--- src/hw/frame_pkg.sv ---
// Constants shared by the API frame builder.
`default_nettype none
package frame_pkg;
  localparam logic [7:0] START_DELIM  = 8'h7E;
  localparam logic [7:0] TYPE_IO16    = 8'h83;
  localparam logic [7:0] TYPE_RESP    = 8'h88;
  localparam logic [7:0] TYPE_REQ     = 8'h08;
  localparam logic [7:0] TYPE_QREQ    = 8'h09;
  localparam logic [7:0] FMT_LEGACY   = 8'h02;
  localparam logic [15:0] ADDR_NONE   = 16'hFFFE;
  localparam logic [7:0] CKSUM_BASE   = 8'hFF;
  localparam logic [7:0] OPT_RSVD     = 8'h01;
  localparam logic [7:0] OPT_BCAST    = 8'h02;
  localparam logic [7:0] OPT_ALLPAN   = 8'h04;
  localparam logic [7:0] ST_OK        = 8'h00;
  localparam logic [7:0] ST_ERROR     = 8'h01;
  localparam logic [7:0] ST_BAD_CMD   = 8'h02;
  localparam logic [7:0] ST_BAD_PARM  = 8'h03;
  localparam logic [4:0] OFS_START    = 5'h00;
  localparam logic [4:0] OFS_LEN      = 5'h01;
  localparam logic [4:0] OFS_TYPE     = 5'h03;
  localparam logic [4:0] OFS_ADDR     = 5'h04;
  localparam logic [4:0] OFS_RSSI     = 5'h06;
  localparam logic [4:0] OFS_OPT      = 5'h07;
  localparam logic [4:0] OFS_NSAMP    = 5'h08;
  localparam logic [4:0] OFS_MASK     = 5'h09;
  localparam logic [4:0] OFS_DIG      = 5'h0B;
  localparam logic [4:0] OFS_ID       = 5'h04;
  localparam logic [4:0] OFS_CODE     = 5'h05;
  localparam logic [4:0] OFS_STATUS   = 5'h07;
  localparam logic [4:0] OFS_CDATA    = 5'h08;
  localparam int         FRAME_MAX    = 21;
  localparam int         DIG_BITS     = 9;
  localparam int         ANA_FIRST    = 9;
  localparam int         ANA_CH       = 4;
  localparam int         FIFO_DEPTH   = 4;
  localparam int         FIFO_WIDTH   = 9;
  typedef enum logic [2:0] {
    ST_IDLE = 3'b001,
    ST_SEND = 3'b010,
    ST_CSUM = 3'b100
  } fr_state_e;
endpackage
`default_nettype wire

--- src/hw/api_framer.sv ---
// API frame builder for sample indications and command responses, with its output FIFO.
// Contract
// - Every frame starts with one start delimiter byte at offset 0.
// - Sixteen-bit length at offset 1 counts bytes between length and checksum.
// - Short-address sample indication carries type code 0x83 at offset 3.
// - Sender network address occupies offsets 4 and 5.
// - Signal strength magnitude in dBm sits unsigned at offset 6.
// - Options byte at offset 7, bit 0 reserved, broadcast flags combinable.
// - Sample set count byte sits at offset 8.
// - Channel mask at offset 9: digital bits 0-8, analog bits 9-12.
// - Digital word at offset 11 only when digital mask bits are nonzero.
// - Digital word uses mask bit positions; disabled lines read zero.
// - One word per enabled analog channel, ascending order, after digital word.
// - Checksum is 0xFF minus low byte of sum from offset 3 on.
// - Sample frame only with legacy format 2 and remote address 0xFFFE; the code instead checks the own short address setting for 0xFFFE.
// - Sample frames go out only while the device runs in API mode.
// - Command requests 0x08 or 0x09 are answered with response type 0x88.
// - Several responses may carry the same frame identifier; host accepts them.
// - No response at all when the request frame identifier is zero.
// - Response holds identifier at 4, command code at 5, status at 7.
// - Command data at 8 only for queries; omitted when a parameter was set.
`timescale 1ns/1ps
`default_nettype none

module byte_fifo #(
  parameter int WIDTH = 9,
  parameter int DEPTH = 4
) (
  input  wire logic             sys_clk_i,
  input  wire logic             rst_i,
  input  wire logic             in_valid_i,
  output logic                  in_ready_o,
  input  wire logic [WIDTH-1:0] in_data_i,
  output logic                  out_valid_o,
  input  wire logic             out_ready_i,
  output logic [WIDTH-1:0]      out_data_o
);
  localparam int PW = (DEPTH > 1) ? $clog2(DEPTH) : 1;
  localparam logic [PW-1:0] LAST_PTR = PW'(DEPTH - 1);
  localparam logic [PW:0]   FULL_CNT = (PW + 1)'(DEPTH);

  typedef struct packed {
    logic [DEPTH-1:0][WIDTH-1:0] mem;
    logic [PW-1:0]               wp;
    logic [PW-1:0]               rp;
    logic [PW:0]                 cnt;
  } fifo_s;

  fifo_s q;
  fifo_s d;
  logic  push;
  logic  pop;

  function automatic logic [PW-1:0] step(input logic [PW-1:0] p);
    step = (p == LAST_PTR) ? '0 : PW'(p + 1'b1);
  endfunction

  assign in_ready_o  = (q.cnt != FULL_CNT);
  assign out_valid_o = (q.cnt != '0);
  assign out_data_o  = q.mem[q.rp];
  assign push        = in_valid_i & in_ready_o;
  assign pop         = out_valid_o & out_ready_i;

  always_comb begin
    d = q;
    if (push) begin
      d.mem[q.wp] = in_data_i;
      d.wp        = step(q.wp);
    end
    if (pop) begin
      d.rp = step(q.rp);
    end
    case ({push, pop})
      2'b10:   d.cnt = (PW + 1)'(q.cnt + 1'b1);
      2'b01:   d.cnt = (PW + 1)'(q.cnt - 1'b1);
      default: d.cnt = q.cnt;
    endcase
  end

  always_ff @(posedge sys_clk_i or posedge rst_i) begin
    if (rst_i) begin
      q <= '0;
    end else begin
      q <= d;
    end
  end

  a_fifo_hold: assert property (@(posedge sys_clk_i) disable iff (rst_i)
    out_valid_o && !out_ready_i |=> out_valid_o && $stable(out_data_o))
    else $error("FIFO output changed while stalled.");
  c_fifo_full: cover property (@(posedge sys_clk_i) disable iff (rst_i)
    !in_ready_o);
endmodule // byte_fifo

module api_framer (
  input  wire logic        sys_clk_i,
  input  wire logic        rst_i,
  input  wire logic        api_mode_i,
  input  wire logic [7:0]  api_output_format_select_i,
  input  wire logic        smp_valid_i,
  output logic             smp_ready_o,
  input  wire logic [15:0] own_short_address_setting_i,
  input  wire logic [15:0] smp_src_addr_i,
  input  wire logic [7:0]  smp_rssi_i,
  input  wire logic [7:0]  smp_options_i,
  input  wire logic [7:0]  smp_count_i,
  input  wire logic [15:0] smp_mask_i,
  input  wire logic [15:0] smp_digital_i,
  input  wire logic [15:0] analog_channel_0_i,
  input  wire logic [15:0] analog_channel_1_i,
  input  wire logic [15:0] analog_channel_2_i,
  input  wire logic [15:0] analog_channel_3_i,
  input  wire logic        cmd_valid_i,
  output logic             cmd_ready_o,
  input  wire logic [7:0]  cmd_req_type_i,
  input  wire logic [7:0]  cmd_frame_id_i,
  input  wire logic [15:0] cmd_code_i,
  input  wire logic [7:0]  cmd_status_i,
  input  wire logic        cmd_query_i,
  input  wire logic [15:0] cmd_data_i,
  output logic             out_valid_o,
  input  wire logic        out_ready_i,
  output logic [7:0]       out_data_o,
  output logic             out_last_o,
  output logic             smp_drop_o,
  output logic             cmd_drop_o
);
  typedef struct packed {
    frame_pkg::fr_state_e              state;
    logic [frame_pkg::FRAME_MAX-1:0][7:0] frame;
    logic [4:0]                        idx;
    logic [4:0]                        last;
    logic [7:0]                        sum;
    logic                              smp_drop;
    logic                              cmd_drop;
  } framer_s;

  framer_s     q;
  framer_s     d;
  logic [3:0][15:0] ana;
  logic        push_valid;
  logic        push_ready;
  logic [7:0]  push_data;
  logic        push_last;
  logic        smp_ok;
  logic        cmd_ok;
  logic        smp_take;
  logic        cmd_take;

  // Field bytes leave high byte first.
  function automatic logic [7:0] hi(input logic [15:0] w);
    hi = w[15:8];
  endfunction

  function automatic logic [7:0] lo(input logic [15:0] w);
    lo = w[7:0];
  endfunction

  function automatic logic [7:0] len_of(input logic [4:0] last);
    len_of = {3'h0, 5'(last - frame_pkg::OFS_TYPE + 5'h01)};
  endfunction

  assign ana = {analog_channel_3_i, analog_channel_2_i,
                analog_channel_1_i, analog_channel_0_i};

  assign smp_ok = api_mode_i
                & (api_output_format_select_i == frame_pkg::FMT_LEGACY)
                & (own_short_address_setting_i == frame_pkg::ADDR_NONE);
  assign cmd_ok = ((cmd_req_type_i == frame_pkg::TYPE_REQ)
                 | (cmd_req_type_i == frame_pkg::TYPE_QREQ))
                & (cmd_frame_id_i != 8'h00);

  // Commands win over samples so a host waiting for an answer is not starved.
  assign cmd_ready_o = (q.state == frame_pkg::ST_IDLE);
  assign smp_ready_o = (q.state == frame_pkg::ST_IDLE) & ~cmd_valid_i;
  assign cmd_take    = cmd_valid_i & cmd_ready_o;
  assign smp_take    = smp_valid_i & smp_ready_o;
  assign smp_drop_o  = q.smp_drop;
  assign cmd_drop_o  = q.cmd_drop;

  always_comb begin
    logic [4:0] p;
    p          = frame_pkg::OFS_DIG;
    d          = q;
    d.smp_drop = 1'b0;
    d.cmd_drop = 1'b0;
    push_valid = 1'b0;
    push_data  = 8'h00;
    push_last  = 1'b0;
    case (q.state)
      frame_pkg::ST_IDLE: begin
        d.idx = frame_pkg::OFS_START;
        d.sum = 8'h00;
        if (cmd_take) begin
          if (cmd_ok) begin
            d.frame = '0;
            d.frame[frame_pkg::OFS_START] = frame_pkg::START_DELIM;
            d.frame[frame_pkg::OFS_TYPE] = frame_pkg::TYPE_RESP;
            d.frame[frame_pkg::OFS_ID]             = cmd_frame_id_i;
            d.frame[frame_pkg::OFS_CODE]           = hi(cmd_code_i);
            d.frame[frame_pkg::OFS_CODE + 5'h01]   = lo(cmd_code_i);
            d.frame[frame_pkg::OFS_STATUS]         = cmd_status_i;
            p = frame_pkg::OFS_CDATA;
            if (cmd_query_i) begin
              d.frame[p]         = hi(cmd_data_i);
              d.frame[p + 5'h01] = lo(cmd_data_i);
              p = 5'(p + 5'h02);
            end
            d.last = 5'(p - 5'h01);
            d.frame[frame_pkg::OFS_LEN + 5'h01] = len_of(d.last);
            d.state = frame_pkg::ST_SEND;
          end else begin
            d.cmd_drop = 1'b1;
          end
        end else if (smp_take) begin
          if (smp_ok) begin
            d.frame = '0;
            d.frame[frame_pkg::OFS_START] = frame_pkg::START_DELIM;
            d.frame[frame_pkg::OFS_TYPE] = frame_pkg::TYPE_IO16;
            d.frame[frame_pkg::OFS_ADDR]         = hi(smp_src_addr_i);
            d.frame[frame_pkg::OFS_ADDR + 5'h01] = lo(smp_src_addr_i);
            d.frame[frame_pkg::OFS_RSSI] = smp_rssi_i;
            d.frame[frame_pkg::OFS_OPT] = smp_options_i & ~frame_pkg::OPT_RSVD;
            d.frame[frame_pkg::OFS_NSAMP] = smp_count_i;
            d.frame[frame_pkg::OFS_MASK]         = hi(smp_mask_i);
            d.frame[frame_pkg::OFS_MASK + 5'h01] = lo(smp_mask_i);
            if (|smp_mask_i[frame_pkg::DIG_BITS-1:0]) begin
              d.frame[p] = {7'h00, smp_digital_i[8] & smp_mask_i[8]};
              d.frame[p + 5'h01] = smp_digital_i[7:0] & smp_mask_i[7:0];
              p = 5'(p + 5'h02);
            end
            for (int ch = 0; ch < frame_pkg::ANA_CH; ch++) begin
              if (smp_mask_i[frame_pkg::ANA_FIRST + ch]) begin
                d.frame[p]         = hi(ana[ch]);
                d.frame[p + 5'h01] = lo(ana[ch]);
                p = 5'(p + 5'h02);
              end
            end
            d.last = 5'(p - 5'h01);
            d.frame[frame_pkg::OFS_LEN + 5'h01] = len_of(d.last);
            d.state = frame_pkg::ST_SEND;
          end else begin
            d.smp_drop = 1'b1;
          end
        end
      end
      frame_pkg::ST_SEND: begin
        push_valid = 1'b1;
        push_data  = q.frame[q.idx];
        if (push_ready) begin
          if (q.idx >= frame_pkg::OFS_TYPE) begin
            d.sum = 8'(q.sum + push_data);
          end
          if (q.idx == q.last) begin
            d.state = frame_pkg::ST_CSUM;
          end else begin
            d.idx = 5'(q.idx + 5'h01);
          end
        end
      end
      frame_pkg::ST_CSUM: begin
        push_valid = 1'b1;
        push_data  = 8'(frame_pkg::CKSUM_BASE - q.sum);
        push_last  = 1'b1;
        if (push_ready) begin
          d.state = frame_pkg::ST_IDLE;
        end
      end
      default: begin
        d.state = frame_pkg::ST_IDLE;
      end
    endcase
  end

  always_ff @(posedge sys_clk_i or posedge rst_i) begin
    if (rst_i) begin
      q       <= '0;
      q.state <= frame_pkg::ST_IDLE;
    end else begin
      q <= d;
    end
  end

  // The FIFO decouples the byte sequencer from a host that stalls mid-frame.
  byte_fifo #(
    .WIDTH (frame_pkg::FIFO_WIDTH),
    .DEPTH (frame_pkg::FIFO_DEPTH)
  ) u_fifo (
    .sys_clk_i   (sys_clk_i),
    .rst_i       (rst_i),
    .in_valid_i  (push_valid),
    .in_ready_o  (push_ready),
    .in_data_i   ({push_last, push_data}),
    .out_valid_o (out_valid_o),
    .out_ready_i (out_ready_i),
    .out_data_o  ({out_last_o, out_data_o})
  );

  wire send_st = (q.state == frame_pkg::ST_SEND);
  a_start_byte: assert property (@(posedge sys_clk_i) disable iff (rst_i)
    send_st && q.idx == frame_pkg::OFS_START |-> push_data == frame_pkg::START_DELIM)
    else $error("First frame byte is not the start delimiter.");
  // Length counts offset 3 through the last payload byte, so it is last minus two.
  a_len_field: assert property (@(posedge sys_clk_i) disable iff (rst_i)
    send_st && q.idx == frame_pkg::OFS_LEN + 5'h01
    |-> push_data == {3'h0, q.last} - {3'h0, frame_pkg::OFS_LEN} - 8'h01)
    else $error("Length byte does not match the payload size.");
  a_type_code: assert property (@(posedge sys_clk_i) disable iff (rst_i)
    smp_take && !cmd_take && smp_ok |=> q.frame[frame_pkg::OFS_TYPE] == frame_pkg::TYPE_IO16)
    else $error("Sample frame lacks its type code.");
  a_resp_type: assert property (@(posedge sys_clk_i) disable iff (rst_i)
    cmd_take && cmd_ok |=> q.frame[frame_pkg::OFS_TYPE] == frame_pkg::TYPE_RESP
      && q.frame[frame_pkg::OFS_ID] == $past(cmd_frame_id_i))
    else $error("Response type or identifier wrong.");
  a_dig_word: assert property (@(posedge sys_clk_i) disable iff (rst_i)
    smp_take && smp_ok && |smp_mask_i[8:0]
    |=> {q.frame[frame_pkg::OFS_DIG], q.frame[frame_pkg::OFS_DIG + 5'h01]}
        == ($past(smp_digital_i) & $past(smp_mask_i) & 16'h01FF))
    else $error("Digital word not masked.");
  a_sample_end: assert property (@(posedge sys_clk_i) disable iff (rst_i)
    smp_take && smp_ok |=> q.last == 5'(5'd10
      + ((|($past(smp_mask_i) & 16'h01FF)) ? 5'd2 : 5'd0)
      + 5'(2 * $countones($past(smp_mask_i) & 16'h1E00))))
    else $error("Sample frame size wrong.");
  a_drop_gate: assert property (@(posedge sys_clk_i) disable iff (rst_i)
    smp_take && !smp_ok |=> q.state == frame_pkg::ST_IDLE && smp_drop_o)
    else $error("Sample framed outside API legacy mode.");
  a_zero_id: assert property (@(posedge sys_clk_i) disable iff (rst_i)
    cmd_take && cmd_frame_id_i == 8'h00 |=> q.state == frame_pkg::ST_IDLE && cmd_drop_o)
    else $error("Response produced for identifier zero.");
  a_cmd_size: assert property (@(posedge sys_clk_i) disable iff (rst_i)
    cmd_take && cmd_ok |=> q.last == ($past(cmd_query_i) ? 5'd9 : 5'd7))
    else $error("Command data presence wrong.");
  a_csum_last: assert property (@(posedge sys_clk_i) disable iff (rst_i)
    send_st && q.idx == q.last && push_ready
    |=> q.state == frame_pkg::ST_CSUM && push_last
        && push_data == 8'(frame_pkg::CKSUM_BASE - q.sum))
    else $error("Checksum byte not sent after payload.");
  c_sample_frame: cover property (@(posedge sys_clk_i) disable iff (rst_i)
    smp_take && smp_ok && smp_mask_i[12]);
  c_query_resp: cover property (@(posedge sys_clk_i) disable iff (rst_i)
    cmd_take && cmd_ok && cmd_query_i);
  c_sample_drop: cover property (@(posedge sys_clk_i) disable iff (rst_i)
    smp_take && !smp_ok);
  c_stall_mid: cover property (@(posedge sys_clk_i) disable iff (rst_i)
    send_st && !push_ready);
endmodule // api_framer
`default_nettype wire

--- config.mk ---
export PLATFORM = sky130hd
export DESIGN_NAME = api_framer
export DESIGN_NICKNAME = d
export VERILOG_FILES = /design/src/hw/frame_pkg.sv /design/src/hw/api_framer.sv
export SDC_FILE = /design/constraint.sdc
export NUM_CORES = 1
export LEC_CHECK = 0
export ABC_AREA = 1
export BUFFER_PORTS_ARGS = -buffer_cell sky130_fd_sc_hd__buf_2
export CORE_MARGIN = 1
export CORE_UTILIZATION = 53
export DETAILED_ROUTE_END_ITERATION = 16
export PLACE_DENSITY = 0.78
export REMOVE_ABC_BUFFERS = 1
export SYNTH_ARGS = -nofsm -noshare
export SYNTH_HDL_FRONTEND = slang
export SYNTH_HIERARCHICAL = 1
export SYNTH_SLANG_ARGS = --single-unit
--- constraint.sdc ---
create_clock -name sys_clk_i -period 7.06 [get_ports sys_clk_i]
set_input_delay 2.118 -clock sys_clk_i [delete_from_list [all_inputs] [get_ports sys_clk_i]]
set_output_delay 2.118 -clock sys_clk_i [all_outputs]
set_load 0.005 [all_outputs]
=== After elaboration in Yosys (flattened, before gate mapping) ===
Cells that the tools add are included.

* Flip-flop bits (word level): 234
* Bits in latches: 0
* Bits in writable memories: 0
* Bits in read-only memories: 0
* Input port bits: 223
* Output and inout bits: 14
* Logic and storage cells: 243
* Memories kept: 0

* Add/sub/neg operators: 21
* Multipliers: 0
* Divide/modulo/power cells: 0
* Order comparisons: 21
* Equality and inequality tests: 22
* Shifts and indexed selects: 0
* Muxes and demuxes: 112
* Bitwise gates (word level): 12
* Reduce and logical (&&, ||, !) cells: 21

{| class="wikitable"
|+ Operators with widths
! kind !! number
|-
| $mux 168 || 16
|-
| $bwmux 168 || 8
|-
| $mux 171 || 4
|-
| $demux 8 s5 || 8
|-
| $mux 5 || 33
|-
| $mux 16 || 6
|-
| $mux 8 || 11
|-
| $lt 5x6->1 const B || 9
|-
| $bmux 8 s5 || 1
|-
| $ge 5x1->1 const B || 8
|-
| $bwmux 36 || 1
|-
| $add 5x1->5 const B || 7
|-
| $pmux 8 s2 || 2
|-
| $add 5x2->5 const B || 4
|-
| $bmux 9 s2 || 1
|-
| $demux 9 s2 || 1
|-
| $mux 9 || 2
|-
| $eq 16x16->1 const B || 1
|-
| $eq 8x4->1 const B || 2
|-
| $mux 3 || 4
|-
| $pmux 5 s2 || 1
|-
| $sub 5x1->5 const B || 2
|-
| $sub 5x2->5 const B || 2
|-
| $and 1x1->1 || 9
|-
| 35 further kinds || 66
|}

=== Depth between registers and ports, before layout ===
* Depth in word-level cells: 39
* Depth in mapped cells: 21
* Depth with buffers taken out: 20

=== Modules after synthesis ===
Netlist, hierarchy kept.

{| class="wikitable"
|+ Modules (own cells, without submodules)
! module !! times used !! cells each !! area an instance (um2) !! seq. area each (um2)
|-
| api_framer || 1 || 1967 || 13057.5 || 4680.7
|-
| byte_fifo || 1 || 280 || 2283.4 || 1076.0
|}

=== Worst setup path after synthesis ===
OpenSTA, ideal clock, no wires.

* Path type: input to register
* From: input smp_mask_i[3]
* To: register, netlist name q[107]
* Library setup time: 0.129 ns
* Data arrival time: 4.932 ns
* Required time: 6.931 ns
* Path slack: 2.000 ns
* Stages: 16
* Buffers on the path: 2
* Cells stage by stage: nor2_1 > nand4_1 > nor2_1 > buf_2 > fa_1 > buf_4 > nand2_1 > inv_2 > nor2_8 > ha_1 > nor3_1 > nand2_2 > inv_2 > nand2_1 > nand3_1 > o21ai_1

{| class="wikitable"
|+ RTL lines
! item !! line !! source
|-
| start: declaration || api_framer.sv:107 || <nowiki>input wire logic [15:0] smp_mask_i,</nowiki>
|}

==> results.py <==
metrics = {
    "timing": {
        "maxSlewViolCount": 0,
        "finalSetupViolCount": 0,
        "relSlewSlack_pct": 23.84,
        "clock_skew_ns": 0.01465,
        "finalSetupTns_ns": 0,
        "post-route-min-period_ns": 5.521,
        "fin_crit_sh_pct": 78.20,
        "tightest_slew_ns": 1.142,
        "max_freq_mhz": 181.1,
        "rsz0062_at_grt": "no",
        "hold_violations": 0,
    },
    "placed_design": {
        "routabilityCongestion": 1.002,
        "io_buffers": 227,
        "dp_hpwl_mm": 38.26,
    },
    "synthesis": {
        "synth_flop_cell": "dfrtp_1",
        "yosys.area.top_type_share_pct": 37.35,
        "netlist_instances": 2247,
        "synth_edf_count": 0,
        "yosysWarnings": 6,
        "synth.most_common_cell": "nand2_1",
        "async_reset_ff_share_pct": 100.0,
        "seq_area_frac_synth_pct": 37.53,
        "syn_area_per_cell_sq_um": 6.827,
        "synthDistinctLibCells": 46,
        "synth_area_leaders": "dfrtp_1 (37%), nand2_1 (17%), o21ai_0 (8.4%), nand3_1 (6.5%), inv_1 (5.7%)",
        "synth_area_sq_um": 15340,
        "yosysTopAreaCell": "dfrtp_1",
        "ys_ff_latch": 230,
        "synth_commonest_cells": "nand2_1 (688), o21ai_0 (258), inv_1 (231)",
    },
    "global_routing": {
        "grtUsageTotal_pct": 36.36,
        "grt_pass1_wl_mm": 82.62,
        "grt_start_max_net_pins": 107,
        "grt_pass1_vias": 15280,
        "antenna_found_initial": 3,
        "grt_overflow": 0,
    },
    "critical_path": {
        "critical_path.startpoint_type": "input pin",
        "cp_max_fo": 20,
        "crit_top_cell": "nor2_1",
        "slowest_stage": "nor2_1",
        "cp.arrival_ns": 5.95,
        "path_buf_inv": 5,
        "cpPeakStageDelay_ns": 0.68,
        "cp.required_ns": 7.49,
        "cp_top_family": "simple AND/OR/NAND/NOR gates",
        "crit_chain": "buf_2 > nor2_1 > nand2_1 > nor2_1 > buf_4 > fa_1 > nand2_1 > inv_2 > nor2_8 > ha_1 > nand2_1 > nor2_1 > inv_1 > nor2_1 > inv_1 > nor2_1 > o21ai_1",
        "end_kind": "flip-flop",
        "worstSetupPathType": "in -> reg",
    },
    "route": {
        "wl_mm": 53.68,
        "top_layer": "met5",
        "wl_met2_mm": 23.69,
        "avgRoutedWirePerCell_um": 19.18,
        "vias_per_cell": 5.881,
        "routedLengthMet1_mm": 21.62,
        "antenna_left": 0,
        "vias": 16460,
        "firstDrtPassIters": 6,
        "drc": 0,
        "drtIter0Drc": 2008,
        "dr_wl_met3_mm": 6.348,
    },
    "pwr": {
        "ir_worst_vdd_mv": 0.1962,
        "p_total_mw": 5.340,
        "powerDensity_nw_per_um2": 307.8,
        "p_leak_nw": 8.977,
    },
    "clock_network": {
        "cts_resized": 0,
        "clk_pin_slew_ns": 0.06,
        "post-cts-setup-buffers": 0,
        "cts_sinks": 230,
        "cts_root_buf": "clkbuf_16",
        "postCtsHoldBufs": 0,
        "cts_buffer_depth": 3,
        "h-tree-depth": 1,
        "cts_tree": "done",
        "insertion_delay_ns": 0.55,
        "numCtsBuffers": 27,
    },
    "min_path": {
        "worstHoldPathType": "reg -> reg",
    },
    "run": {
        "max_cap_violations": 0,
    },
    "cells_and_area": {
        "area_growth_pct": 13.07,
        "nets": 2649,
        "drive_above_1_share_pct": 14.39,
    },
    "run_status": {
        "status": "finished, final reports clean",
    },
    "floorplan": {
        "io_pins": 237,
        "die_area_sq_um": 29630,
        "chipWidth_um": 172.1,
        "chipHeight_um": 172.1,
        "core_area_sq_um": 28160,
        "start_util_pct": 54.47,
        "num_rows": 61,
    },
}
registers in the layout, indices dropped and copies added, names as in the netlist:
name        flops
q             185
u_fifo/q       43
cmd_drop_o      1
smp_drop_o      1
layout by cell type (no fill, tap or decap), types with 5 or more instances in the layout:
| master | synthesis | final |
|---|---|---|
| nor2_1 | 120 | 120 |
| a21oi_1 | 91 | 91 |
| nand2_4 | 7 | 7 |
| nand3_1 | 200 | 200 |
| o21ai_0 | 258 | 258 |
| or2_2 | 5 | 5 |
| nor2_4 | 6 | 6 |
| inv_2 | 16 | 16 |
| xnor2_1 | 6 | 6 |
| buf_4 | 11 | 20 |
| o22ai_1 | 23 | 23 |
| o221ai_1 | 5 | 5 |
| nand2_2 | 7 | 7 |
| nand4_1 | 54 | 54 |
| clkinv_2 | 0 | 7 |
| o211ai_1 | 77 | 77 |
| nand2_1 | 688 | 688 |
| buf_2 | 44 | 227 |
| a22oi_1 | 7 | 7 |
| ha_1 | 24 | 24 |
| dfrtp_1 | 229 | 227 |
| clkbuf_1 | 54 | 9 |
| clkbuf_16 | 0 | 27 |
| inv_1 | 231 | 230 |
| o21ai_1 | 14 | 14 |
| nor3_1 | 20 | 20 |
power by group:
| part | internal [mW] | total [mW] | switching [mW] | leakage (nW) |
|---|---|---|---|---|
| clock network | 0.798 | 1.36 | 0.564 | 0.418 |
| registers | 1.67 | 1.90 | 0.231 | 3.04 |
| logic | 0.706 | 2.08 | 1.37 | 5.52 |
routing by layer:
layer	vias to the layer above	track usage, %
met2	967	56.14
met5	-	0
li1	7707	-
met1	7655	48.81
met4	2	13.70
met3	124	9.522
worst reg2reg max path: stages (launching register included):
cell	delay, ns
dfrtp_2	0.78
inv_1	0.62
o21ai_0	0.23
o22ai_1	0.13
o211ai_1	0.34
nand2_1	0.09
nand2_1	0.07
nand2_1	0.13
fa_1	0.46
nand3_1	0.09
nand2_1	0.08
nand2_1	0.08
nand2_1	0.07
a21oi_1	0.15
xor2_1	0.18
o31ai_1	0.08
logic make-up (layout without fill, tap and decap cells):
family          count (synthesis)  in the layout  share of synthesized area, %
compound gates                480            480                         17.43
simple gates                 1128           1128                         32.01
xor+xnor                        7              7                        0.3996
fa+ha+maj                      27             27                         2.349
flops                         230            230                         37.53
mux                             1              1                       0.06525
buf+inv                       374            546                         10.22
other cells                     0              1                             0
worst paths after layout:
path                            slack (ns)           to     startpoint  cells past startpoint
worst max-delay path                  1.54        q[54]  smp_mask_i[7]                     17
worst min-delay path                  0.47  u_fifo/q[7]    u_fifo/q[7]                      2
worst max register to register        3.36         q[8]          q[16]                     15
worst min register to register        0.47  u_fifo/q[7]    u_fifo/q[7]                      2
max in group asynchronous             4.28        q[96]          rst_i                      3
min in group asynchronous             1.71         q[6]          rst_i                      2
per-stage QoR:
step / utilization [%] / setup slack, ns / std cells / hold slack, ns / area, sq um
2_1_floorplan: - / -0.1418 / 2122 / 0.4366 / 14710
3_3_place_gp: 58.57 / 1.078 / 2748 / 0.4488 / 16490
3_5_place_dp: 58.57 / 1.104 / 2748 / 0.4540 / 16490
4_1_cts: 61.58 / 1.656 / 2797 / 0.4687 / 17340
5_1_grt: 61.58 / 1.215 / 2797 / 0.4747 / 17340
6_report: 61.59 / 1.539 / 2798 / 0.4657 / 17350
area by class of cell:
| class | count | area [sq um] |
|---|---|---|
| fill | 2635 | 10820 |
| multi-input combinational | 1643 | 8016 |
| sequential | 230 | 5759 |
| timing repair buffer | 248 | 1306 |
| inverter | 249 | 939.7 |
| clock buffer | 38 | 737.0 |
| tap | 378 | 473.0 |
| clock inverter | 11 | 111.4 |
| antenna | 1 | 2.502 |
Note: power is estimated with default switching activity, not from simulation.
